$ cat config.mk
export PLATFORM = sky130hd
export DESIGN_NAME = nace_exec
export DESIGN_NICKNAME = d
export VERILOG_FILES = /design/src/nace_pkg.sv /design/src/nace_nibble_alu.sv /design/src/nace_exec.sv
export SDC_FILE = /design/constraint.sdc
export NUM_CORES = 1
export LEC_CHECK = 0
export BUFFER_PORTS_ARGS = -buffer_cell sky130_fd_sc_hd__buf_2
export CAP_MARGIN = 20
export CORE_UTILIZATION = 55
export DETAILED_ROUTE_END_ITERATION = 7
export GPL_ROUTABILITY_DRIVEN = 0
export MAX_ROUTING_LAYER = met4
export PLACE_DENSITY = 0.76
export SLEW_MARGIN = 15
export SYNTH_ARGS = -nofsm -noshare
export SYNTH_HDL_FRONTEND = slang
export SYNTH_HIERARCHICAL = 1
export SYNTH_SLANG_ARGS = --single-unit
$ cat constraint.sdc
create_clock -name i_ref_clk -period 4.65 [get_ports i_ref_clk]
set_clock_uncertainty 0.1 [all_clocks]
set_input_delay 0 -clock i_ref_clk [delete_from_list [all_inputs] [get_ports i_ref_clk]]
set_output_delay 0 -clock i_ref_clk [all_outputs]
set_load 0.03 [all_outputs]
$ cat src/nace_pkg.sv
// Constants for the nibble arithmetic and compare executor
`default_nettype none

package nace_pkg;

   // Instruction word layout
   localparam int OP_MSB  = 15;
   localparam int OP_LSB  = 10;
   localparam int ROW_MSB = 9;
   localparam int ROW_LSB = 8;
   localparam int COL_MSB = 7;
   localparam int COL_LSB = 4;
   localparam int IDX_MSB = 3;
   localparam int IDX_LSB = 0;

   // Register operands live at the bottom of bank 0
   localparam logic [3:0] REG_BASE = 4'h0;

   // Register add group
   localparam logic [5:0] SUM_REG_MEM          = 6'h10;
   localparam logic [5:0] SUM_REG_MEM_SKIP     = 6'h11;
   localparam logic [5:0] SUM_REG_MEM_CIN      = 6'h12;
   localparam logic [5:0] SUM_REG_MEM_CIN_SKIP = 6'h13;
   // Immediate add group
   localparam logic [5:0] IMM_PLUS_MEM          = 6'h14;
   localparam logic [5:0] IMM_PLUS_MEM_SKIP     = 6'h15;
   localparam logic [5:0] IMM_PLUS_MEM_CIN      = 6'h16;
   localparam logic [5:0] IMM_PLUS_MEM_CIN_SKIP = 6'h17;
   // Register subtract group
   localparam logic [5:0] REG_MINUS_MEM          = 6'h18;
   localparam logic [5:0] REG_MINUS_MEM_SKIP     = 6'h19;
   localparam logic [5:0] REG_MINUS_MEM_BIN      = 6'h1A;
   localparam logic [5:0] REG_MINUS_MEM_BIN_SKIP = 6'h1B;
   // Immediate subtract group
   localparam logic [5:0] MEM_MINUS_IMM          = 6'h1C;
   localparam logic [5:0] MEM_MINUS_IMM_SKIP     = 6'h1D;
   localparam logic [5:0] MEM_MINUS_IMM_BIN      = 6'h1E;
   localparam logic [5:0] MEM_MINUS_IMM_BIN_SKIP = 6'h1F;
   // Compares
   localparam logic [5:0] REG_EQ_MEM_SKIP = 6'h01;
   localparam logic [5:0] REG_GE_MEM_SKIP = 6'h03;
   localparam logic [5:0] MEM_EQ_IMM_SKIP = 6'h0D;
   localparam logic [5:0] MEM_GE_IMM_SKIP = 6'h0F;

   // Values after reset
   localparam logic       CARRY_RST = 1'b0;
   localparam logic       SKIP_RST  = 1'b0;
   localparam logic       READY_RST = 1'b1;

   // Sequencer states
   typedef enum logic [3:0] {
      ST_IDLE   = 4'b0001,
      ST_RD_MEM = 4'b0010,
      ST_RD_REG = 4'b0100,
      ST_EXEC   = 4'b1000
   } nace_state_e;

endpackage

`default_nettype wire

$ cat src/nace_nibble_alu.sv
// Nibble adder and subtractor with carry or borrow in and out
`default_nettype none

module nace_nibble_alu #(
   parameter int W = 4
) (
   input  wire logic [W-1:0] i_a,
   input  wire logic [W-1:0] i_b,
   input  wire logic         i_sub,
   input  wire logic         i_cin,
   output logic      [W-1:0] o_res,
   output logic              o_cout,
   output logic              o_zero
);

   logic [W:0] ext_a;
   logic [W:0] ext_b;
   logic [W:0] ext_c;
   logic [W:0] sum;

   // Widen by one bit so the top bit is carry out or borrow
   assign ext_a  = {1'b0, i_a};
   assign ext_b  = {1'b0, i_b};
   assign ext_c  = {{W{1'b0}}, i_cin};
   assign sum    = i_sub ? (ext_a - ext_b - ext_c) : (ext_a + ext_b + ext_c);
   assign o_res  = sum[W-1:0];
   assign o_cout = sum[W];
   assign o_zero = (sum[W-1:0] == {W{1'b0}});

endmodule

`default_nettype wire

$ cat src/nace_exec.sv
// Decoder and executor for nibble arithmetic and compare instructions
`default_nettype none

module nace_exec #(
   parameter int DW = 4,
   parameter int AW = 8
) (
   input  wire logic          i_ref_clk,
   input  wire logic          i_reset,
   input  wire logic          i_instr_valid,
   input  wire logic [15:0]   i_instr,
   input  wire logic [1:0]    i_bank,
   input  wire logic [DW-1:0] i_ram_rdata,
   output logic               o_ready,
   output logic      [AW-1:0] o_ram_addr,
   output logic               o_ram_rd,
   output logic               o_ram_wr,
   output logic      [DW-1:0] o_ram_wdata,
   output logic               o_done,
   output logic               o_skip,
   output logic               o_carry,
   output logic               o_unsupported
);

   nace_pkg::nace_state_e state;
   nace_pkg::nace_state_e next_state;

   logic [15:0]   instr_q;
   logic [DW-1:0] mem_q;
   logic [AW-1:0] mem_addr_q;
   logic [15:0]   next_instr;
   logic [DW-1:0] next_mem;
   logic [AW-1:0] next_mem_addr;
   logic [AW-1:0] next_ram_addr;
   logic          next_ram_rd;
   logic          next_ram_wr;
   logic [DW-1:0] next_ram_wdata;
   logic          next_done;
   logic          next_skip;
   logic          next_carry;
   logic          next_unsupported;

   wire           in_idle;
   wire           accept;
   wire    [15:0] dec_word;
   wire     [5:0] op;
   wire     [1:0] row;
   wire     [3:0] col;
   wire     [3:0] idx;
   wire  [AW-1:0] mem_addr;
   wire  [AW-1:0] reg_addr;

   wire           add_reg;
   wire           add_imm;
   wire           sub_reg;
   wire           sub_imm;
   wire           eq_reg;
   wire           ge_reg;
   wire           eq_imm;
   wire           ge_imm;
   wire           arith;
   wire           uses_reg;
   wire           supported;
   wire           uses_flag;
   wire           skip_form;

   wire  [DW-1:0] alu_b;
   wire           alu_sub;
   wire           alu_cin;
   wire  [DW-1:0] alu_res;
   wire           alu_cout;
   wire           alu_zero;
   wire           skip_hit;

   // Incoming word is decoded while idle, the held word afterwards
   assign in_idle  = (state == nace_pkg::ST_IDLE);
   assign accept   = in_idle & i_instr_valid;
   assign dec_word = in_idle ? i_instr : instr_q;

   // Field split of the word
   assign op  = dec_word[nace_pkg::OP_MSB:nace_pkg::OP_LSB];
   assign row = dec_word[nace_pkg::ROW_MSB:nace_pkg::ROW_LSB];
   assign col = dec_word[nace_pkg::COL_MSB:nace_pkg::COL_LSB];
   assign idx = dec_word[nace_pkg::IDX_MSB:nace_pkg::IDX_LSB];

   // Operand addresses; register ignores the current bank
   assign mem_addr = {i_bank, row, col};
   assign reg_addr = {nace_pkg::REG_BASE, idx};

   // Register add group
   assign add_reg = (op == nace_pkg::SUM_REG_MEM)
                  | (op == nace_pkg::SUM_REG_MEM_SKIP)
                  | (op == nace_pkg::SUM_REG_MEM_CIN)
                  | (op == nace_pkg::SUM_REG_MEM_CIN_SKIP);

   // Immediate add group
   assign add_imm = (op == nace_pkg::IMM_PLUS_MEM)
                  | (op == nace_pkg::IMM_PLUS_MEM_SKIP)
                  | (op == nace_pkg::IMM_PLUS_MEM_CIN)
                  | (op == nace_pkg::IMM_PLUS_MEM_CIN_SKIP);

   // Register subtract group
   assign sub_reg = (op == nace_pkg::REG_MINUS_MEM)
                  | (op == nace_pkg::REG_MINUS_MEM_SKIP)
                  | (op == nace_pkg::REG_MINUS_MEM_BIN)
                  | (op == nace_pkg::REG_MINUS_MEM_BIN_SKIP);

   // Immediate subtract group
   assign sub_imm = (op == nace_pkg::MEM_MINUS_IMM)
                  | (op == nace_pkg::MEM_MINUS_IMM_SKIP)
                  | (op == nace_pkg::MEM_MINUS_IMM_BIN)
                  | (op == nace_pkg::MEM_MINUS_IMM_BIN_SKIP);

   // Compares
   assign eq_reg = (op == nace_pkg::REG_EQ_MEM_SKIP);
   assign ge_reg = (op == nace_pkg::REG_GE_MEM_SKIP);
   assign eq_imm = (op == nace_pkg::MEM_EQ_IMM_SKIP);
   assign ge_imm = (op == nace_pkg::MEM_GE_IMM_SKIP);

   // Class of the decoded word
   assign arith     = add_reg | add_imm | sub_reg | sub_imm;
   assign uses_reg  = add_reg | sub_reg | eq_reg | ge_reg;
   assign supported = arith | eq_reg | ge_reg | eq_imm | ge_imm;

   // Low opcode bits: bit 1 takes the flag, bit 0 asks for a skip
   assign uses_flag = arith & op[1];
   assign skip_form = arith & op[0];

   // Second operand is the held memory nibble or the immediate
   assign alu_b   = uses_reg ? mem_q : idx;
   assign alu_sub = sub_reg | sub_imm | eq_reg | ge_reg | eq_imm | ge_imm;
   assign alu_cin = uses_flag ? o_carry : 1'b0;

   // Skip decision for the executing word
   assign skip_hit = (skip_form & alu_cout)
                   | ((eq_reg | eq_imm) & alu_zero)
                   | ((ge_reg | ge_imm) & ~alu_cout);

   // Nibble arithmetic; first operand is whatever the RAM returns now
   nace_nibble_alu #(
      .W      (DW)
   ) u_alu (
      .i_a    (i_ram_rdata),
      .i_b    (alu_b),
      .i_sub  (alu_sub),
      .i_cin  (alu_cin),
      .o_res  (alu_res),
      .o_cout (alu_cout),
      .o_zero (alu_zero)
   );

   // Next state and next output values
   always_comb begin
      next_state       = state;
      next_instr       = instr_q;
      next_mem         = mem_q;
      next_mem_addr    = mem_addr_q;
      next_ram_addr    = o_ram_addr;
      next_ram_rd      = 1'b0;
      next_ram_wr      = 1'b0;
      next_ram_wdata   = o_ram_wdata;
      next_done        = 1'b0;
      next_skip        = o_skip;
      next_carry       = o_carry;
      next_unsupported = 1'b0;
      case (state)
         nace_pkg::ST_IDLE: begin
            if (accept) begin
               next_instr = i_instr;
               if (o_skip) begin
                  // Discarded word: one cycle, only the held word, skip and done move
                  next_skip = 1'b0;
                  next_done = 1'b1;
               end else if (supported) begin
                  next_mem_addr = mem_addr;
                  next_ram_addr = mem_addr;
                  next_ram_rd   = 1'b1;
                  next_state    = nace_pkg::ST_RD_MEM;
               end else begin
                  next_done        = 1'b1;
                  next_unsupported = 1'b1;
               end
            end
         end
         nace_pkg::ST_RD_MEM: begin
            if (uses_reg) begin
               next_ram_addr = reg_addr;
               next_ram_rd   = 1'b1;
               next_state    = nace_pkg::ST_RD_REG;
            end else begin
               next_state = nace_pkg::ST_EXEC;
            end
         end
         nace_pkg::ST_RD_REG: begin
            next_mem   = i_ram_rdata;
            next_state = nace_pkg::ST_EXEC;
         end
         nace_pkg::ST_EXEC: begin
            if (arith) begin
               // Register forms write back to the register, others to memory
               next_ram_addr  = uses_reg ? reg_addr : mem_addr_q;
               next_ram_wdata = alu_res;
               next_ram_wr    = 1'b1;
               next_carry     = alu_cout;
            end
            next_skip  = skip_hit;
            next_done  = 1'b1;
            next_state = nace_pkg::ST_IDLE;
         end
         default: begin
            next_state = nace_pkg::ST_IDLE;
         end
      endcase
   end

   // Sequencer state and held operands
   always_ff @(posedge i_ref_clk) begin
      if (i_reset) begin
         state      <= nace_pkg::ST_IDLE;
         instr_q    <= 16'h0000;
         mem_q      <= {DW{1'b0}};
         mem_addr_q <= {AW{1'b0}};
      end else begin
         state      <= next_state;
         instr_q    <= next_instr;
         mem_q      <= next_mem;
         mem_addr_q <= next_mem_addr;
      end
   end

   // RAM port outputs
   always_ff @(posedge i_ref_clk) begin
      if (i_reset) begin
         o_ram_addr  <= {AW{1'b0}};
         o_ram_rd    <= 1'b0;
         o_ram_wr    <= 1'b0;
         o_ram_wdata <= {DW{1'b0}};
      end else begin
         o_ram_addr  <= next_ram_addr;
         o_ram_rd    <= next_ram_rd;
         o_ram_wr    <= next_ram_wr;
         o_ram_wdata <= next_ram_wdata;
      end
   end

   // Sequencer handshake, skip and flag outputs
   always_ff @(posedge i_ref_clk) begin
      if (i_reset) begin
         o_ready       <= nace_pkg::READY_RST;
         o_done        <= 1'b0;
         o_skip        <= nace_pkg::SKIP_RST;
         o_carry       <= nace_pkg::CARRY_RST;
         o_unsupported <= 1'b0;
      end else begin
         o_ready       <= (next_state == nace_pkg::ST_IDLE);
         o_done        <= next_done;
         o_skip        <= next_skip;
         o_carry       <= next_carry;
         o_unsupported <= next_unsupported;
      end
   end

endmodule

`default_nettype wire

==> results.sh <==
export IMPL_status="finished clean"
export IMPL_timing_fmax_ghz=0.2451
export IMPL_finalNetCount=464
export IMPL_clock_sinks=51
export IMPL_reg2regPathDepth=15
export IMPL_cts_root_buf="clkbuf_8"
export IMPL_drc=0
export IMPL_grtUsageMet2_pct=42.16
export IMPL_grt_util_met3_pct=5.389
export IMPL_relSlewSlack_pct=27.47
export IMPL_cts_buffer_depth=2
export IMPL_r2r_start="state[3]"
export IMPL_ys_seq_elements=51
export IMPL_synth_area_top_cells="dfxtp_1 (34%), nand2_1 (8.7%), a21oi_1 (6.6%), mux2i_1 (4.0%), ha_1 (3.7%)"
export IMPL_syn2layout_area_growth_pct=17.51
export IMPL_wire_per_inst_um=14.98
export IMPL_grt_usage_pct=27.46
export IMPL_io_pins=44
export IMPL_grt_overflow=0
export IMPL_gr_max_usage_layer="met2"
export IMPL_clk_pin_slew_ns=0.09
export IMPL_crit_required_ns=4.78
export IMPL_die_w_um=76.21
export IMPL_post_cts_setup_buffers=0
export IMPL_start_kind="flip-flop"
export IMPL_synthFlopType="dfxtp_1"
export IMPL_rrSetupSlack_ns=0.57
export IMPL_syn_area_mm2=0.003029
export IMPL_async_flop_share_pct=0
export IMPL_synth_cells=376
export IMPL_tns_ns=0
export IMPL_dr_pass1_iters=5
export IMPL_p_leak_nw=1.418
export IMPL_ctsResizeCount=0
export IMPL_tritoncts="built"
export IMPL_rsz0062_at_grt="no"
export IMPL_clk_latency_ns=0.31
export IMPL_ant_nets=0
export IMPL_first_iter_violations=182
export IMPL_synth_top_area_share_pct=33.71
export IMPL_synth_distinct_cells=53
export IMPL_crit_arrival_ns=4.21
export IMPL_via_per_inst=5.736
export IMPL_ys_seq_area_share_pct=33.71
export IMPL_avgSynthCellArea_um2=8.056
export IMPL_cap_violations=0
export IMPL_die_h_um=76.21
export IMPL_dpl_hpwl_um=5130
export IMPL_port_buffers=43
export IMPL_grt_use_met1_pct=36.77
export IMPL_min_period_ns=4.081
export IMPL_mostFrequentLayoutCells="nand2_1 (70), dfxtp_1 (51), buf_2 (43), a21oi_1 (40), nor2_1 (28)"
export IMPL_crit_type="reg -> reg"
export IMPL_initial_core_util_pct=58.20
export IMPL_hp_class="in -> reg"
export IMPL_num_vias=2845
export IMPL_cts_made_buffers=5
export IMPL_total_power_w=0.001002
export IMPL_path_max_fanout=19
export IMPL_synth_edf_count=0
export IMPL_powerDensity_mw_per_mm2=281.3
export IMPL_grt_max_degree=51
export IMPL_worst_pin_slew_ns=1.088
export IMPL_peakVddDrop_mv=0.1718
export IMPL_htreeDepth=2
export IMPL_num_antenna_cells=0
export IMPL_timing_critical_path_from="state[3]"
export IMPL_rows=26
export IMPL_drive_above_1_share_pct=18.54
export IMPL_hold_violations=0
export IMPL_crit_end="o_skip"
export IMPL_setup_viol=0
export IMPL_final_common_cell="nand2_1"
export IMPL_grt_pass1_vias=2696
export IMPL_syn_nets=414
export IMPL_wl_um=7429
export IMPL_endpoint_kind="flip-flop"
export IMPL_drv_slew=0
export IMPL_ctsHoldBuffers=21
export IMPL_yosysTopAreaCell="dfxtp_1"
export IMPL_grt_pass1_wl_um=12610
export IMPL_dieArea_mm2=0.005808
export IMPL_antenna_found_initial=0
export IMPL_reg2reg_to="o_skip"
export IMPL_core_mm2=0.005205
export IMPL_post_route_period_util_pct=87.76
export IMPL_ys_warnings_count=6
==> logic make-up (layout without fill, tap and decap cells) <==
kind of cell	Yosys count	count (layout)	synth area share [%]
xor gates and xnor gates	6	6	1.735
adders and majority gates	13	13	6.361
and+or+nand+nor	146	146	23.63
buffers and inverters	47	97	6.857
DFF	51	51	33.71
muxes	19	19	6.568
AOI/OAI and AO/OA	94	94	21.15
==> through the flow <==
step / area [µm²] / instances / utilization, % / setup slack, ns / hold slack [ns]
2_1_floorplan: 3029 / 376 / - / 0.5930 / 0.03596
3_3_place_gp: 3262 / 468 / 62.67 / 0.7442 / 0.1576
3_5_place_dp: 3262 / 468 / 62.67 / 0.6008 / 0.1597
4_1_cts: 3560 / 496 / 68.39 / 0.5622 / 0.01186
5_1_grt: 3560 / 496 / 68.39 / 0.2222 / 0.03563
6_report: 3560 / 496 / 68.39 / 0.5693 / 0.01791
==> per-layer routing <==
layer | part of all wire (%) | vias to the layer above
met2 | 48 | 73
li1 | - | 1413
met5 | 0 | -
met3 | 4.6 | 7
met1 | 47 | 1352
met4 | 0.90 | 0
==> critical path, cell delays in order, from the launching register on <==
cell	delay (ns)
dfxtp_1	0.54
nor4b_4	0.34
buf_4	0.24
o32ai_2	0.10
buf_4	0.24
o21ai_0	0.17
inv_1	0.10
fa_1	0.45
fa_1	0.41
and2_4	0.16
or3_1	0.32
a211o_1	0.31
nor3_2	0.09
and3_1	0.16
o2111ai_1	0.09
a21oi_1	0.17
==> state kept, by name, summed over array words and instances, names as in the netlist, 4 cells and up <==
| signal | cells |
|---|---|
| o_ram_wdata | 4 |
| state | 4 |
| instr_q | 16 |
| o_ram_addr | 8 |
| mem_addr_q | 8 |
| mem_q | 4 |
==> layout make-up <==
type	instances	area (µm²)
sequential	51	1021
inverter	17	63.81
fill	456	1645
multi-input combinational	278	1807
clock inverter	1	5.005
tap	70	87.58
timing repair buffer	73	493.0
clock buffer	6	82.58
==> power by group <==
group	switching, W	total (W)	internal (W)
combinational	0.000155	0.000265	0.000110
clock	0.000143	0.000260	0.000117
sequential	0.0000163	0.000476	0.000460
==> worst min-delay path by stage <==
| stage | start | to | slack (ns) | depth (start not counted) |
|---|---|---|---|---|
| finish | i_ram_rdata[1] | mem_q[1] | 0.02 | 3 |
| global route | i_ram_rdata[1] | mem_q[1] | 0.04 | 3 |
| CTS | i_ram_rdata[1] | mem_q[1] | 0.01 | 3 |
| detailed placement | i_instr[2] | instr_q[2] | 0.16 | 3 |
| global placement | i_instr[0] | instr_q[0] | 0.16 | 3 |
| floorplan | i_instr[8] | instr_q[8] | 0.04 | 2 |
==> synth_stat cells, drive strengths merged, types with 7 or more instances <==
| library cell | instances |
|---|---|
| nand2 | 71 |
| dfxtp | 51 |
| a21oi | 40 |
| nor2 | 28 |
| clkbuf | 22 |
| o21ai | 18 |
| inv | 17 |
| a311oi | 12 |
| mux2i | 12 |
| nand3 | 12 |
| ha | 9 |
| buf | 8 |
| mux2 | 7 |
| nor4b | 7 |
Note: power is estimated with default switching activity, not from simulation.
